`src/logic/reg_config_pkg.sv`:
```
// constants for the regulator and host-interface configuration bank
package reg_config_pkg;
  // ---------------------------------------------
  // register offsets (byte addresses)
  // ---------------------------------------------
  localparam logic [3:0] off_regulator_output_config = 4'h0;
  localparam logic [3:0] off_preregulator_config = 4'h4;
  localparam logic [3:0] off_watchdog_regulator_action = 4'h8;
  localparam logic [3:0] off_host_interface_select = 4'hC;
  localparam logic [4:0] off_serial_device_address = 5'h10;
  localparam logic [4:0] off_live_status = 5'h14;
  // ---------------------------------------------
  // fields and reset values
  // ---------------------------------------------
  localparam int second_vsel_lsb = 5;
  localparam int second_on_bit = 4;
  localparam int first_vsel_lsb = 1;
  localparam int first_on_bit = 0;
  localparam int preregulator_on_bit = 0;
  localparam int action_lsb = 4;
  localparam int toggle_time_lsb = 0;
  localparam logic [7:0] reset_config = 8'h00;
  localparam logic [7:0] default_bus_address = 8'h10;
  // ---------------------------------------------
  // codes
  // ---------------------------------------------
  localparam logic [1:0] action_none = 2'h0;
  localparam logic [1:0] action_off = 2'h1;
  localparam logic [1:0] action_toggle = 2'h2;
  localparam logic [7:0] mode_default_a = 8'h00;
  localparam logic [7:0] mode_default_b = 8'hFF;
  localparam logic [7:0] mode_wire_alert = 8'h03;
  localparam logic [7:0] mode_wire_pin = 8'h04;
  localparam logic [7:0] mode_bus_std = 8'h07;
  localparam logic [7:0] mode_bus_fast = 8'h08;
  localparam logic [7:0] mode_bus_fast_to = 8'h09;
  localparam logic [7:0] mode_spi = 8'h0F;
  localparam logic [7:0] mode_spi_crc = 8'h10;
  localparam logic [7:0] mode_bus_std_crc = 8'h11;
  localparam logic [7:0] mode_bus_fast_crc = 8'h12;
  localparam logic [7:0] mode_bus_std_to = 8'h1E;
  typedef enum logic [3:0] {
    if_default = 4'h0, if_wire_alert = 4'h1, if_wire_pin = 4'h2, if_bus_std = 4'h3,
    if_bus_fast = 4'h4, if_bus_fast_to = 4'h5, if_spi = 4'h6, if_spi_crc = 4'h7,
    if_bus_std_crc = 4'h8, if_bus_fast_crc = 4'h9, if_bus_std_to = 4'hA, if_reserved = 4'hF
  } if_mode_type;
  // voltage in tenths of a volt
  localparam logic [5:0] volt_1v8 = 6'h12;
  localparam logic [5:0] volt_2v5 = 6'h19;
  localparam logic [5:0] volt_3v0 = 6'h1E;
  localparam logic [5:0] volt_3v3 = 6'h21;
  localparam logic [5:0] volt_5v0 = 6'h32;
  // ---------------------------------------------
  // timing
  // ---------------------------------------------
  localparam int clock_hz = 50000000;
  localparam int second_cycles = clock_hz;
  // ---------------------------------------------
  // decoders
  // ---------------------------------------------
  function automatic logic [5:0] volt_of(input logic [2:0] code);
    unique case (code)
      3'h4: volt_of = volt_2v5;
      3'h5: volt_of = volt_3v0;
      3'h6: volt_of = volt_3v3;
      3'h7: volt_of = volt_5v0;
      default: volt_of = volt_1v8;
    endcase
  endfunction
  function automatic if_mode_type mode_of(input logic [7:0] code);
    case (code)
      mode_default_a, mode_default_b: mode_of = if_default;
      mode_wire_alert: mode_of = if_wire_alert;
      mode_wire_pin: mode_of = if_wire_pin;
      mode_bus_std: mode_of = if_bus_std;
      mode_bus_fast: mode_of = if_bus_fast;
      mode_bus_fast_to: mode_of = if_bus_fast_to;
      mode_spi: mode_of = if_spi;
      mode_spi_crc: mode_of = if_spi_crc;
      mode_bus_std_crc: mode_of = if_bus_std_crc;
      mode_bus_fast_crc: mode_of = if_bus_fast_crc;
      mode_bus_std_to: mode_of = if_bus_std_to;
      default: mode_of = if_reserved;
    endcase
  endfunction
endpackage

```
`src/logic/second_ticker.sv`:
```
// one-second tick generator
module second_ticker
  import reg_config_pkg::*;
#(
  parameter int period = second_cycles
) (
  // clocking
  input wire logic clock,
  input wire logic reset,
  input wire logic enable,
  // control
  input wire logic restart,
  output logic tick
);
  logic [31:0] count;
  logic [31:0] next_count;
  logic next_tick;
  always_comb begin
    next_count = count + 32'h1;
    next_tick = 1'b0;
    if (restart) begin
      next_count = 32'h0;
    end else if (count >= 32'(period - 1)) begin
      next_count = 32'h0;
      next_tick = 1'b1;
    end
  end
  always_ff @(posedge clock or posedge reset) begin
    if (reset) begin
      count <= 32'h0;
      tick <= 1'b0;
    end else if (enable) begin
      count <= next_count;
      tick <= next_tick;
    end
  end
endmodule

```
`src/logic/regulator_and_comm_mode_config.sv`:
```
// configuration register bank with regulator and interface control
//
// Decided for this implementation: the Avalon-MM interface to the registers and the register offsets.
module regulator_and_comm_mode_config
  import reg_config_pkg::*;
#(
  parameter int second_period = second_cycles
) (
  // clocking
  input wire logic clock,
  input wire logic reset,
  input wire logic clock_enable,
  // avalon-mm slave
  input wire logic [4:0] address,
  input wire logic read,
  input wire logic write,
  input wire logic [31:0] writedata,
  output logic [31:0] readdata,
  output logic waitrequest,
  // system events
  input wire logic deep_sleep_exit,
  input wire logic swap_comm_mode,
  input wire logic host_comm_watchdog,
  // regulator controls
  output logic first_ldo_output,
  output logic second_ldo_output,
  output logic preregulator,
  output logic [5:0] first_ldo_volts,
  output logic [5:0] second_ldo_volts,
  // interface settings
  output if_mode_type active_mode,
  output logic [7:0] active_bus_address
);
  // ---------------------------------------------
  // registers
  // ---------------------------------------------
  logic [7:0] regulator_output_config;
  logic [7:0] preregulator_config;
  logic [7:0] watchdog_regulator_action;
  logic [7:0] host_interface_select;
  logic [7:0] serial_device_address;
  logic [7:0] next_roc, next_prc, next_wra, next_his, next_sda;
  logic [31:0] next_readdata;
  logic next_waitrequest;
  logic init_pending;
  logic next_init_pending;
  logic access;
  assign access = (read | write) & waitrequest;
  always_comb begin
    next_roc = regulator_output_config;
    next_prc = preregulator_config;
    next_wra = watchdog_regulator_action;
    next_his = host_interface_select;
    next_sda = serial_device_address;
    next_readdata = 32'h0;
    next_waitrequest = 1'b1;
    if (access) begin
      next_waitrequest = 1'b0;
      if (write) begin
        unique case (address)
          5'(off_regulator_output_config): next_roc = writedata[7:0];
          5'(off_preregulator_config): next_prc = {7'h00, writedata[preregulator_on_bit]};
          5'(off_watchdog_regulator_action): next_wra = {2'h0, writedata[5:0]};
          5'(off_host_interface_select): next_his = writedata[7:0];
          off_serial_device_address: next_sda = writedata[7:0];
          default: ;
        endcase
      end else begin
        unique case (address)
          5'(off_regulator_output_config): next_readdata = {24'h0, regulator_output_config};
          5'(off_preregulator_config): next_readdata = {24'h0, preregulator_config};
          5'(off_watchdog_regulator_action): next_readdata = {24'h0, watchdog_regulator_action};
          5'(off_host_interface_select): next_readdata = {24'h0, host_interface_select};
          off_serial_device_address: next_readdata = {24'h0, serial_device_address};
          off_live_status: next_readdata = {24'h0, 1'b0, active_mode, preregulator, second_ldo_output,
            first_ldo_output};
          default: next_readdata = 32'h0;
        endcase
      end
    end
  end
  always_ff @(posedge clock or posedge reset) begin
    if (reset) begin
      regulator_output_config <= reset_config;
      preregulator_config <= reset_config;
      watchdog_regulator_action <= reset_config;
      host_interface_select <= reset_config;
      serial_device_address <= reset_config;
      readdata <= 32'h0;
      waitrequest <= 1'b1;
    end else if (clock_enable) begin
      regulator_output_config <= next_roc;
      preregulator_config <= next_prc;
      watchdog_regulator_action <= next_wra;
      host_interface_select <= next_his;
      serial_device_address <= next_sda;
      readdata <= next_readdata;
      waitrequest <= next_waitrequest;
    end
  end
  // ---------------------------------------------
  // regulator state machine
  // ---------------------------------------------
  typedef enum logic [1:0] {
    st_normal = 2'b00,
    st_off_timed = 2'b01,
    st_off_hold = 2'b11
  } reg_state_type;
  reg_state_type state, next_state;
  logic [3:0] seconds, next_seconds;
  logic next_first, next_second, next_pre;
  logic [5:0] next_v1, next_v2;
  if_mode_type next_mode;
  logic [7:0] next_addr;
  logic tick;
  logic restart;
  logic [1:0] act;
  logic [3:0] off_time;
  assign act = watchdog_regulator_action[action_lsb +: 2];
  assign off_time = watchdog_regulator_action[toggle_time_lsb +: 4];
  assign restart = (state == st_normal);
  second_ticker #(.period(second_period)) ticker (
    .clock(clock),
    .reset(reset),
    .enable(clock_enable),
    .restart(restart),
    .tick(tick)
  );
  always_comb begin
    next_state = state;
    next_seconds = seconds;
    next_first = first_ldo_output;
    next_second = second_ldo_output;
    next_pre = preregulator_config[preregulator_on_bit];
    next_v1 = volt_of(regulator_output_config[first_vsel_lsb +: 3]);
    next_v2 = volt_of(regulator_output_config[second_vsel_lsb +: 3]);
    next_mode = active_mode;
    next_addr = active_bus_address;
    next_init_pending = 1'b0;
    if (init_pending || deep_sleep_exit) begin
      next_first = regulator_output_config[first_on_bit];
      next_second = regulator_output_config[second_on_bit];
      next_state = st_normal;
    end
    if (init_pending || swap_comm_mode) begin
      next_mode = mode_of(host_interface_select);
      next_addr = (serial_device_address == 8'h00) ? default_bus_address : serial_device_address;
    end
    unique case (state)
      st_normal: begin
        if (host_comm_watchdog && act == action_off) begin
          next_first = 1'b0;
          next_second = 1'b0;
          next_state = st_off_hold;
        end else if (host_comm_watchdog && act == action_toggle) begin
          next_first = 1'b0;
          next_second = 1'b0;
          next_seconds = 4'h0;
          next_state = (off_time == 4'h0) ? st_off_hold : st_off_timed;
        end
      end
      st_off_timed: begin
        if (tick) begin
          next_seconds = seconds + 4'h1;
          if (seconds + 4'h1 >= off_time) begin
            next_first = 1'b1;
            next_second = 1'b1;
            next_state = st_normal;
          end
        end
      end
      st_off_hold: ;
      default: next_state = st_normal;
    endcase
  end
  always_ff @(posedge clock or posedge reset) begin
    if (reset) begin
      state <= st_normal;
      seconds <= 4'h0;
      first_ldo_output <= 1'b0;
      second_ldo_output <= 1'b0;
      preregulator <= 1'b0;
      first_ldo_volts <= volt_1v8;
      second_ldo_volts <= volt_1v8;
      active_mode <= if_default;
      active_bus_address <= default_bus_address;
      init_pending <= 1'b1;
    end else if (clock_enable) begin
      state <= next_state;
      seconds <= next_seconds;
      first_ldo_output <= next_first;
      second_ldo_output <= next_second;
      preregulator <= next_pre;
      first_ldo_volts <= next_v1;
      second_ldo_volts <= next_v2;
      active_mode <= next_mode;
      active_bus_address <= next_addr;
      init_pending <= next_init_pending;
    end
  end

  // ---------------------------------------------
  // decode and watchdog checks
  // ---------------------------------------------
  logic swap_now;
  logic dog_now;
  assign swap_now = clock_enable & swap_comm_mode;
  assign dog_now = clock_enable & host_comm_watchdog & (state == st_normal);
endmodule

```
`config.mk`:
```
export PLATFORM = sky130hd
export DESIGN_NAME = regulator_and_comm_mode_config
export DESIGN_NICKNAME = d
export VERILOG_FILES = /design/src/logic/reg_config_pkg.sv /design/src/logic/second_ticker.sv /design/src/logic/regulator_and_comm_mode_config.sv
export SDC_FILE = /design/constraint.sdc
export NUM_CORES = 1
export LEC_CHECK = 0
export BUFFER_PORTS_ARGS = -buffer_cell sky130_fd_sc_hd__clkbuf_2
export CAP_MARGIN = 30
export CORE_ASPECT_RATIO = 0.5
export CORE_MARGIN = 2
export CORE_UTILIZATION = 29
export CTS_BUF_LIST = sky130_fd_sc_hd__clkbuf_16
export DETAILED_ROUTE_END_ITERATION = 12
export GPL_TIMING_DRIVEN = 0
export HOLD_SLACK_MARGIN = 0.08
export PLACE_DENSITY_LB_ADDON = 0.05
export REMOVE_ABC_BUFFERS = 1
export SLEW_MARGIN = 20
export SYNTH_ARGS = -nofsm -noshare
export SYNTH_HDL_FRONTEND = slang
export SYNTH_SLANG_ARGS = --single-unit
```
`constraint.sdc`:
```
create_clock -name clock -period 6.39 [get_ports clock]
set_input_delay 0 -clock clock [delete_from_list [all_inputs] [get_ports clock]]
set_output_delay 0 -clock clock [all_outputs]
set_load 0.005 [all_outputs]
```
==> results of run 1 <==
-- sequential cells by signal, indices dropped and copies added (netlist names), 6 cells and up --
| signal | count |
|---|---|
| regulator_output_config | 8 |
| first_ldo_volts | 6 |
| active_bus_address | 8 |
| host_interface_select | 8 |
| second_ldo_volts | 6 |
| readdata | 8 |
| ticker.count | 32 |
| serial_device_address | 8 |
| watchdog_regulator_action | 6 |
-- cell usage after synthesis (all sizes together) (7+ instances only) --
| master | n | share of area |
|---|---|---|
| dfrtp | 100 | 0.45 |
| mux2 | 46 | 0.094 |
| nand2 | 35 | 0.024 |
| buf | 32 | 0.039 |
| nand3 | 30 | 0.027 |
| o21ai | 25 | 0.023 |
| nor2 | 22 | 0.015 |
| clkbuf | 15 | 0.010 |
| inv | 14 | 0.0095 |
| nor2b | 13 | 0.015 |
| a31oi | 12 | 0.014 |
| nand2b | 12 | 0.014 |
| a22o | 11 | 0.017 |
| a21oi | 10 | 0.0091 |
| nand4 | 10 | 0.011 |
| o2bb2ai | 9 | 0.014 |
| and3 | 8 | 0.0091 |
| mux2i | 8 | 0.015 |
| dfstp | 7 | 0.033 |
| nor3 | 7 | 0.0064 |
-- tightest hold or removal path, delay by kind of cell --
kind / cells / cell delay (ns)
AO/OA/AOI/OAI: 2 / 0.28
buffers and inverters: 1 / 0.09
AND/OR/NAND/NOR: 1 / 0.13
-- kinds of logic after synthesis --
family	Yosys count	synth area share
mux	55	0.113
fa+ha+maj	6	0.0136
xor+xnor	6	0.00953
flops	107	0.487
simple gates	168	0.163
compound gates	116	0.154
other cells	1	0.000680
buf+inv	61	0.0588
-- through the flow --
stage	util	cells	hold slack, ns
floorplan	-	496	0.0318
CTS	0.349	846	0.150
finish	0.349	848	0.162
global placement	0.320	811	0.279
global route	0.349	848	0.235
detailed placement	0.324	815	0.0523
-- worst min-delay path by stage --
stage                     slack [ns]                                end                from
final                           0.16  active_bus_address[4]$_DFFE_PP1P_      swap_comm_mode
after global routing            0.23  active_bus_address[4]$_DFFE_PP1P_      swap_comm_mode
after CTS                       0.15  active_bus_address[4]$_DFFE_PP1P_      swap_comm_mode
after detailed placement        0.05     first_ldo_volts[0]$_DFFE_PP0P_               reset
after global placement          0.28               state[1]$_DFFE_PP0P_  host_comm_watchdog
after floorplan                 0.03           init_pending$_DFFE_PP1P_        clock_enable
-- final cells by class --
| class | instances | area share |
|---|---|---|
| clock inverters | 7 | 0.0128 |
| flip-flops and latches | 107 | 0.415 |
| repair buffers | 77 | 0.0764 |
| well taps | 259 | 0.0501 |
| clock buffers | 9 | 0.0348 |
| inverters | 14 | 0.00890 |
| multi-input cells | 375 | 0.402 |
-- where the power goes --
| part | switching [mW] | internal [mW] | total [mW] | leakage, nW |
|---|---|---|---|---|
| Combinational | 0.150 | 0.137 | 0.287 | 1.34 |
| Sequential | 0.0852 | 0.749 | 0.834 | 1.41 |
| Clock | 0.278 | 0.312 | 0.590 | 0.150 |
-- routing by layer --
layer / GRT usage / vias to the layer above / wire, microns
li1: - / 2022 / -
met2: 0.242 / 72 / 6570
met5: 0 / - / 0
met3: 0.0350 / 7 / 544
met4: 0.0350 / 0 / 129
met1: 0.212 / 2091 / 7180
-- timing repair --
item | CTS | global route
hold buffers | 15 | 0
hold endpoints to repair | 77 | 0
buffers inserted | 0 | 0
gates resized for setup | 0 | 0
setup endpoints to repair | 0 | 0
==> impl_metrics.env, run 1 <==
export IMPL_run_status="finished, final reports clean"
export IMPL_grt_first_pass_wirelength_microns=23600
export IMPL_largest_net_degree_at_the_start_of_global_routing=66
export IMPL_rr_worst_depth=6
export IMPL_detail_route_wl_per_cell_microns=17.0
export IMPL_synth_edf_count=0
export IMPL_track_usage=0.152
export IMPL_vias_in_the_first_global_route=4183
export IMPL_layout_worst_path_cycle_share=0.451
export IMPL_finalWorstPathRequiredPeriod_ns=2.88
export IMPL_power_density_cell_area_nw_per_um2=264
export IMPL_irDropWorstVdd_mv=0.122
export IMPL_post_route_cell_area_sq_um=6470
export IMPL_initial_utilization=0.298
export IMPL_yosys_reg_bits=107
export IMPL_drt_drc_violations_left=0
export IMPL_mostFrequentLayoutCell="sky130_fd_sc_hd__dfrtp_1"
export IMPL_seq_area_frac_synth=0.487
export IMPL_clock_tree_root_cell="sky130_fd_sc_hd__clkbuf_16"
export IMPL_crit_path_end="ticker.count[7]$_DFFE_PP0P_"
export IMPL_finalNetCount=635
export IMPL_synthCells=520
export IMPL_drt_pass1_iter_count=4
export IMPL_placement_setup_worst_slack_ns=3.52
export IMPL_final_fill_count=1892
export IMPL_post_route_cells_drive_above_1_share=0.243
export IMPL_final_setup_skew_ns=0.0101
export IMPL_area_growth_synth_to_final_pct=17.3
export IMPL_setup_worst_path_class="flop to flop"
export IMPL_ioPinCount=105
export IMPL_timing_hold_violations_final=0
export IMPL_htree_num_levels=3
export IMPL_cellLeakagePower_nw=2.90
export IMPL_critical_path_endpoint_type="flop"
export IMPL_startpoint="ticker.count[7]$_DFFE_PP0P_"
export IMPL_via_count=4192
export IMPL_fp_coreArea_sq_um=18500
export IMPL_worst_path_buf_inv=1
export IMPL_post_layout_total_power_mw=1.71
export IMPL_min_path_type="primary input to flop"
export IMPL_final_report_setup_violation_count=0
export IMPL_yosys_cell_types=61
export IMPL_antennaDiodeCount=0
export IMPL_timing_rr_end="ticker.count[7]$_DFFE_PP0P_"
export IMPL_routed_via_density=4.94
export IMPL_cts_inserted_buffers=9
export IMPL_worstPathArrival_ns=3.11
export IMPL_min_delay_path_depth=4
export IMPL_globalRoute_totalOverflow=0
export IMPL_antenna_found_initial=0
export IMPL_multiInputGateArea_sq_um=2600
export IMPL_worst_ep_required_time_ns=6.62
export IMPL_detailedRoute_firstIterationViolations=194
export IMPL_clk_transition_reported_paths_ns=0.07
export IMPL_layout_cells_most_common_list="100 x sky130_fd_sc_hd__dfrtp_1, 56 x sky130_fd_sc_hd__clkbuf_2, 46 x sky130_fd_sc_hd__mux2_2"
export IMPL_syn_area_sq_um=5510
export IMPL_cp_cell_sequence="or4_1 > a311o_1 > a211oi_4 > buf_8 > nand2_2 > o311ai_0"
export IMPL_dpl_instance_area_sq_um=6000
export IMPL_die_width_microns=199
export IMPL_crit_path_max_fanout=16
export IMPL_crit_reg2reg_launch="ticker.count[7]$_DFFE_PP0P_"
export IMPL_worst_slew_pin_slew_ns=0.786
export IMPL_drv_cap=0
export IMPL_synthesis_area_per_instance_sq_um=10.6
export IMPL_maxSlewViolCount=0
export IMPL_cp_slowest_cell="sky130_fd_sc_hd__a211oi_4"
export IMPL_tns_ns=0
export IMPL_asyncSetResetFlopFracSynth=1.00
export IMPL_postRouteWirelength_microns=14400
export IMPL_ys_warnings_count=0
export IMPL_cell_row_count=35
export IMPL_clkLatencyLatePin_ns=0.35
export IMPL_cts_path_max_buffers=2
export IMPL_floorplan_die_height_microns=101
export IMPL_worst_path_dominant_cell_family="compound AO/OA/AOI/OAI gates"
export IMPL_path_depth=6
export IMPL_floorplan_die_area_sq_um=20200
export IMPL_ant_nets=0
export IMPL_post_dp_hpwl_microns=9940
export IMPL_start_kind="flop"
export IMPL_post_route_worst_setup_slack_ns=3.51
export IMPL_peak_clock_frequency_supported_by_timing_ghz=0.347
export IMPL_gp_routability_congestion=0.732
export IMPL_r2r_slack_ns=3.51
export IMPL_setup_repair_after_global_routing_missed_its_margin="no"
export IMPL_cts_sinks=107
export IMPL_tritoncts="done"
export IMPL_timing_max_slew_rel_slack=0.476
export IMPL_cp_slowest_stage_delay_ns=0.58
export IMPL_synthFlopType="sky130_fd_sc_hd__dfrtp_1"
export IMPL_buffer_ports_inserted=56
export IMPL_layout_area_seq_sq_um=2690
No activity file was read; power rests on OpenSTA's default activity.
==> inputs of run 2 (changes only) <==
ABC_AREA = 1   (was unset)
clock period = 2.4 ns   (was 6.39 ns; I/O delays follow)
==> impl_metrics.env, run 2 <==
export IMPL_cellLeakagePower_nw=3.36
export IMPL_crit_reg2reg_launch="seconds[0]$_DFFE_PP0P_"
export IMPL_ys_warnings_count=0
export IMPL_hold_worst_slack_ns=0.121
export IMPL_gp_routability_congestion=0.835
export IMPL_tritoncts="done"
export IMPL_routed_via_density=4.48
export IMPL_fp_coreArea_sq_um=20700
export IMPL_worst_slew_pin_slew_ns=0.641
export IMPL_area_growth_synth_to_final_pct=14.2
export IMPL_largest_net_degree_at_the_start_of_global_routing=64
export IMPL_drt_pass1_iter_count=6
export IMPL_finalNonFillerCells=1134
export IMPL_irDropWorstVdd_mv=0.320
export IMPL_final_report_setup_violation_count=0
export IMPL_finalWorstPathRequiredPeriod_ns=1.97
export IMPL_worst_ep_required_time_ns=2.63
export IMPL_final_setup_skew_ns=0.00489
export IMPL_floorplan_die_area_sq_um=22500
export IMPL_clock_tree_root_cell="sky130_fd_sc_hd__clkbuf_16"
export IMPL_post_route_cells_drive_above_1_share=0.168
export IMPL_max_flop_register="ticker.count"
export IMPL_start_kind="flop"
export IMPL_synthFlopType="sky130_fd_sc_hd__dfrtp_1"
export IMPL_buffer_ports_inserted=56
export IMPL_r2r_slack_ns=0.43
export IMPL_postRouteWirelength_microns=16500
export IMPL_vias_in_the_first_global_route=4937
export IMPL_post_cts_setup_buffers=0
export IMPL_post_synth_top_area_fraction=0.406
export IMPL_numPlacedInstances=1106
export IMPL_timing_rr_end="second_ldo_output$_DFFE_PP0P_"
export IMPL_synthDominantAreaCellType="sky130_fd_sc_hd__dfrtp_1"
export IMPL_globalRoute_totalOverflow=0
export IMPL_setup_worst_path_class="flop to flop"
export IMPL_timing_max_slew_rel_slack=0.572
export IMPL_power_density_cell_area_nw_per_um2=629
export IMPL_largest_register_ffs=32
export IMPL_synthesis_area_per_instance_sq_um=7.76
export IMPL_synthCells=795
export IMPL_yosys_cell_types=43
export IMPL_ant_nets=0
export IMPL_yosys_reg_bits=107
export IMPL_run_status="finished, final reports clean"
export IMPL_htree_num_levels=3
export IMPL_antennaDiodeCount=0
export IMPL_die_width_microns=210
export IMPL_min_from="host_comm_watchdog"
export IMPL_syn_area_sq_um=6170
export IMPL_min_delay_path_depth=5
export IMPL_setup_repair_after_global_routing_missed_its_margin="no"
export IMPL_ioPinCount=105
export IMPL_clk_transition_reported_paths_ns=0.07
export IMPL_critical_path_endpoint_type="flop"
export IMPL_synth_most_common_cell="sky130_fd_sc_hd__nand2_1"
export IMPL_grt_first_pass_wirelength_microns=26900
export IMPL_synth_edf_count=0
export IMPL_rr_worst_depth=12
export IMPL_worstPathArrival_ns=2.20
export IMPL_initial_utilization=0.298
export IMPL_drt_drc_violations_left=0
export IMPL_cell_row_count=37
export IMPL_post_route_worst_setup_slack_ns=0.431
export IMPL_asyncSetResetFlopFracSynth=1.00
export IMPL_seq_area_frac_synth=0.435
export IMPL_drv_cap=0
export IMPL_mostFrequentLayoutCell="sky130_fd_sc_hd__nand2_1"
export IMPL_detailedRoute_firstIterationViolations=213
export IMPL_cts_inserted_buffers=9
export IMPL_timing_hold_violations_final=0
export IMPL_worstHoldEndpoint="state[1]$_DFFE_PP0P_"
export IMPL_floorplan_die_height_microns=107
export IMPL_post_layout_total_power_mw=4.44
export IMPL_detail_route_wl_per_cell_microns=14.5
export IMPL_maxSlewViolCount=0
export IMPL_finalNetCount=907
export IMPL_crit_path_max_fanout=5
export IMPL_synthTopCellsByCount="197 x sky130_fd_sc_hd__nand2_1, 114 x sky130_fd_sc_hd__nor2_1, 100 x sky130_fd_sc_hd__dfrtp_1"
export IMPL_most_area_consuming_cells_after_synthesis="sky130_fd_sc_hd__dfrtp_1 41%, sky130_fd_sc_hd__nand2_1 12%, sky130_fd_sc_hd__nor2_1 6.9%"
export IMPL_post_dp_hpwl_microns=12100
export IMPL_layout_worst_path_cycle_share=0.821
export IMPL_antenna_found_initial=0
export IMPL_track_usage=0.156
export IMPL_cts_path_max_buffers=2
export IMPL_tns_ns=0
export IMPL_cts_sinks=107
export IMPL_clkLatencyLatePin_ns=0.36
export IMPL_peak_clock_frequency_supported_by_timing_ghz=0.508
export IMPL_placement_setup_worst_slack_ns=0.214
export IMPL_layout_cells_most_common_list="197 x sky130_fd_sc_hd__nand2_1, 114 x sky130_fd_sc_hd__nor2_1, 100 x sky130_fd_sc_hd__dfrtp_1"
export IMPL_via_count=5085
export IMPL_min_path_type="primary input to flop"
run 2: how the worst max path moves through the flow:
stage                                            from                                 to  slack (ns)  depth (start not counted)
after floorplan                                 reset  active_bus_address[0]$_DFFE_PP0P_       -0.41                          1
after detailed placement                 clock_enable       ticker.count[25]$_DFFE_PP0P_        0.21                          5
final                          seconds[0]$_DFFE_PP0P_      second_ldo_output$_DFFE_PP0P_        0.43                         12
after global routing           seconds[0]$_DFFE_PP0P_      second_ldo_output$_DFFE_PP0P_        0.19                         12
after global placement                          reset         active_mode[3]$_DFFE_PP0P_       -2.13                          2
after CTS                 ticker.count[0]$_DFFE_PP0P_       ticker.count[24]$_DFFE_PP0P_        0.41                          8
run 2: cells by family after synthesis:
kind of cell             Yosys count  synth area share
adder cells (fa/ha/maj)            6            0.0122
flip-flops                       107             0.435
other                              1          0.000608
AO/OA/AOI/OAI                    118             0.129
XOR/XNOR                          12            0.0170
buffers and inverters            141             0.107
AND/OR/NAND/NOR                  410             0.299
run 2: per-stage QoR:
| step | util | area, sq um |
|---|---|---|
| 5_1_grt | 0.341 | 7050 |
| 3_3_place_gp | 0.318 | 6590 |
| 6_report | 0.341 | 7050 |
| 2_1_floorplan | - | 5970 |
| 3_5_place_dp | 0.320 | 6630 |
| 4_1_cts | 0.341 | 7050 |
run 2: final cells by class:
type / instances / area [sq um]
Sequential cell: 107 / 2690
Tap cell: 273 / 342
Inverter: 99 / 377
Fill cell: 2200 / 13600
Clock inverter: 7 / 76.3
Clock buffer: 9 / 225
Multi-Input combinational cell: 570 / 2910
Timing Repair Buffer: 69 / 430
run 2: per-layer routing:
| metal | GRT usage | part of all wire | vias to the layer above |
|---|---|---|---|
| met5 | 0 | 0 | - |
| met4 | 0.0350 | 0.0090 | 0 |
| met3 | 0.0425 | 0.043 | 10 |
| met2 | 0.255 | 0.46 | 70 |
| met1 | 0.207 | 0.49 | 2399 |
| li1 | - | - | 2606 |
run 2: worst max-delay path, cell delays in order (launching register included):
cell                      delay (ns)
sky130_fd_sc_hd__dfrtp_1        0.43
sky130_fd_sc_hd__ha_1           0.23
sky130_fd_sc_hd__xnor2_1        0.25
sky130_fd_sc_hd__inv_1          0.08
sky130_fd_sc_hd__ha_1           0.27
sky130_fd_sc_hd__nand2_1        0.07
sky130_fd_sc_hd__inv_1          0.04
sky130_fd_sc_hd__nand3_1        0.06
sky130_fd_sc_hd__nand3_1        0.13
sky130_fd_sc_hd__nand3_1        0.11
sky130_fd_sc_hd__nand2_1        0.05
sky130_fd_sc_hd__nand2_1        0.05
sky130_fd_sc_hd__o21ai_0        0.07
run 2: report_power, final:
| group | leakage, nW | switching, mW | internal (mW) |
|---|---|---|---|
| sequential | 1.43 | 0.147 | 1.96 |
| combinational | 1.79 | 0.476 | 0.275 |
| clock | 0.147 | 0.757 | 0.820 |
run 2: repair_timing:
action	4_1_cts	5_1_grt
gates resized for setup	0	0
endpoints found under the hold margin	78	0
hold buffers	12	0
==> inputs of run 3 (changes only) <==
ABC_AREA = 0   (was 1)
clock period = 1.75 ns   (was 2.4 ns; I/O delays follow)
==> impl_metrics.env, run 3 (synthesis results as in run 1) <==
export IMPL_min_path_type="primary input to flop"
export IMPL_post_route_worst_setup_slack_ns=-0.523
export IMPL_cts_inserted_buffers=9
export IMPL_routed_via_density=4.95
export IMPL_maxSlewViolCount=0
export IMPL_track_usage=0.154
export IMPL_timing_rr_end="ticker.count[24]$_DFFE_PP0P_"
export IMPL_finalWorstPathRequiredPeriod_ns=2.27
export IMPL_antenna_found_initial=0
export IMPL_final_setup_skew_ns=0.00939
export IMPL_cts_path_max_buffers=2
export IMPL_finalNetCount=654
export IMPL_ioPinCount=105
export IMPL_timing_max_slew_rel_slack=0.486
export IMPL_clkLatencyLatePin_ns=0.36
export IMPL_start_kind="flop"
export IMPL_fin_util=0.376
export IMPL_critical_path_endpoint_type="flop"
export IMPL_grt_first_pass_wirelength_microns=23900
export IMPL_largest_register_ffs=32
export IMPL_final_fill_count=1876
export IMPL_cellLeakagePower_nw=3.16
export IMPL_layout_cells_most_common_list="94 x sky130_fd_sc_hd__dfrtp_1, 55 x sky130_fd_sc_hd__clkbuf_2, 38 x sky130_fd_sc_hd__mux2_2"
export IMPL_initial_utilization=0.298
export IMPL_crit_path_max_fanout=7
export IMPL_drt_drc_violations_left=0
export IMPL_cell_row_count=35
export IMPL_drv_cap=0
export IMPL_htree_num_levels=3
export IMPL_post_route_cells_drive_above_1_share=0.326
export IMPL_postRouteWirelength_microns=14800
export IMPL_mostFrequentLayoutCell="sky130_fd_sc_hd__dfrtp_1"
export IMPL_worst_ep_required_time_ns=2.02
export IMPL_clock_tree_root_cell="sky130_fd_sc_hd__clkbuf_16"
export IMPL_buffer_ports_inserted=56
export IMPL_worstPathArrival_ns=2.55
export IMPL_floorplan_die_height_microns=101
export IMPL_detailedRoute_firstIterationViolations=173
export IMPL_area_growth_synth_to_final_pct=26.4
export IMPL_final_report_setup_violation_count=29
export IMPL_setup_worst_path_class="flop to flop"
export IMPL_power_density_cell_area_nw_per_um2=951
export IMPL_timing_hold_violations_final=0
export IMPL_irDropWorstVdd_mv=0.470
export IMPL_via_count=4295
export IMPL_post_route_cell_area_sq_um=6970
export IMPL_vias_in_the_first_global_route=4233
export IMPL_startpoint="ticker.count[9]$_DFFE_PP0P_"
export IMPL_post_layout_total_power_mw=6.63
export IMPL_layout_area_seq_sq_um=2690
export IMPL_cts_sinks=107
export IMPL_post_dp_hpwl_microns=9940
export IMPL_worst_slew_pin_slew_ns=0.770
export IMPL_fp_coreArea_sq_um=18500
export IMPL_run_status="finished with violations"
export IMPL_crit_path_end="ticker.count[24]$_DFFE_PP0P_"
export IMPL_r2r_slack_ns=-0.52
export IMPL_antennaDiodeCount=0
export IMPL_largest_net_degree_at_the_start_of_global_routing=66
export IMPL_peak_clock_frequency_supported_by_timing_ghz=0.440
export IMPL_ant_nets=0
export IMPL_globalRoute_totalOverflow=0
export IMPL_gp_routability_congestion=0.732
export IMPL_multiInputGateArea_sq_um=2880
export IMPL_floorplan_die_area_sq_um=20200
export IMPL_crit_reg2reg_launch="ticker.count[9]$_DFFE_PP0P_"
export IMPL_drt_pass1_iter_count=4
export IMPL_tritoncts="done"
export IMPL_setup_repair_after_global_routing_missed_its_margin="yes"
export IMPL_die_width_microns=199
export IMPL_rr_worst_depth=5
export IMPL_clk_transition_reported_paths_ns=0.08
export IMPL_dpl_instance_area_sq_um=6000
export IMPL_failed_checks="setup timing"
export IMPL_layout_worst_path_cycle_share=1.30
export IMPL_max_flop_register="ticker.count"
export IMPL_detail_route_wl_per_cell_microns=17.1
[run 3: changes by cell type in the layout (fill, tap and decap cells not counted), moves of 10 or more]
| cell | before | now |
|---|---|---|
| sky130_fd_sc_hd__o21bai_2 | 20 | 0 |
| sky130_fd_sc_hd__nor2_1 | 114 | 21 |
| sky130_fd_sc_hd__buf_4 | 0 | 16 |
| sky130_fd_sc_hd__nand2b_1 | 0 | 10 |
| sky130_fd_sc_hd__a31oi_1 | 1 | 12 |
| sky130_fd_sc_hd__o21ai_0 | 32 | 18 |
| sky130_fd_sc_hd__nand2_1 | 197 | 34 |
| sky130_fd_sc_hd__nor2b_1 | 0 | 12 |
| sky130_fd_sc_hd__inv_1 | 93 | 12 |
| sky130_fd_sc_hd__a22o_1 | 0 | 11 |
| sky130_fd_sc_hd__nand4_1 | 21 | 10 |
| sky130_fd_sc_hd__o21ai_1 | 22 | 5 |
| sky130_fd_sc_hd__mux2_2 | 0 | 38 |
[run 3: report_power, final]
part	internal, mW	leakage (nW)	total [mW]	switching, mW
Sequential	2.74	1.41	3.06	0.323
Clock	1.14	0.150	2.15	1.02
Combinational	0.744	1.60	1.41	0.669
Total	4.62	3.16	6.63	2.01
[run 3: through the flow]
step / TNS [ns] / hold WS, ns / instances / setup slack, ns
6_report: -12.21 / 0.143 / 867 / -0.523
5_1_grt: -14.92 / 0.160 / 867 / -0.607
4_1_cts: -12.68 / 0.122 / 857 / -0.522
3_5_place_dp: -37.83 / 0.0523 / 815 / -1.12
3_3_place_gp: -360.76 / 0.279 / 811 / -2.74
2_1_floorplan: -123.76 / 0.0318 / 496 / -1.06
[run 3: what timing repair did]
| item | 4_1_cts | 5_1_grt |
|---|---|---|
| endpoints found under the hold margin | 77 | 0 |
| hold buffers | 14 | 0 |
| gates resized for setup | 28 | 41 |
| buffers inserted | 12 | 9 |
| pin swaps | 28 | 12 |
| cloned | 0 | 1 |
| setup endpoints to repair | 48 | 57 |
[run 3: layout make-up]
cell class / instances / area share
Tap cell: 259 / 0.0465
Multi-Input combinational cell: 375 / 0.413
Clock buffer: 9 / 0.0323
Timing Repair Buffer: 96 / 0.101
Clock inverter: 7 / 0.0118
Sequential cell: 107 / 0.387
Inverter: 14 / 0.00826
[run 3: worst min path at each step]
stage | start | endpoint | slack (ns) | depth (start not counted)
finish | clock_enable | init_pending$_DFFE_PP1P_ | 0.14 | 2
global route | clock_enable | init_pending$_DFFE_PP1P_ | 0.16 | 2
floorplan | clock_enable | init_pending$_DFFE_PP1P_ | 0.03 | 1
global placement | host_comm_watchdog | state[1]$_DFFE_PP0P_ | 0.28 | 3
CTS | clock_enable | init_pending$_DFFE_PP1P_ | 0.12 | 2
detailed placement | reset | first_ldo_volts[0]$_DFFE_PP0P_ | 0.05 | 2
[run 3: worst max-delay path, cell delays in order (launching register included)]
cell and delay, ns:
sky130_fd_sc_hd__dfrtp_1 0.39, sky130_fd_sc_hd__or4_1 0.52, sky130_fd_sc_hd__a311o_1 0.38, sky130_fd_sc_hd__a211o_4 0.42, sky130_fd_sc_hd__or3_1 0.31, sky130_fd_sc_hd__a31oi_1 0.18
[run 3: routing by layer]
layer | routed length, microns | global-route usage
met1 | 7450 | 0.214
met2 | 6690 | 0.246
met3 | 555 | 0.0350
met4 | 158 | 0.0350
met5 | 0 | 0
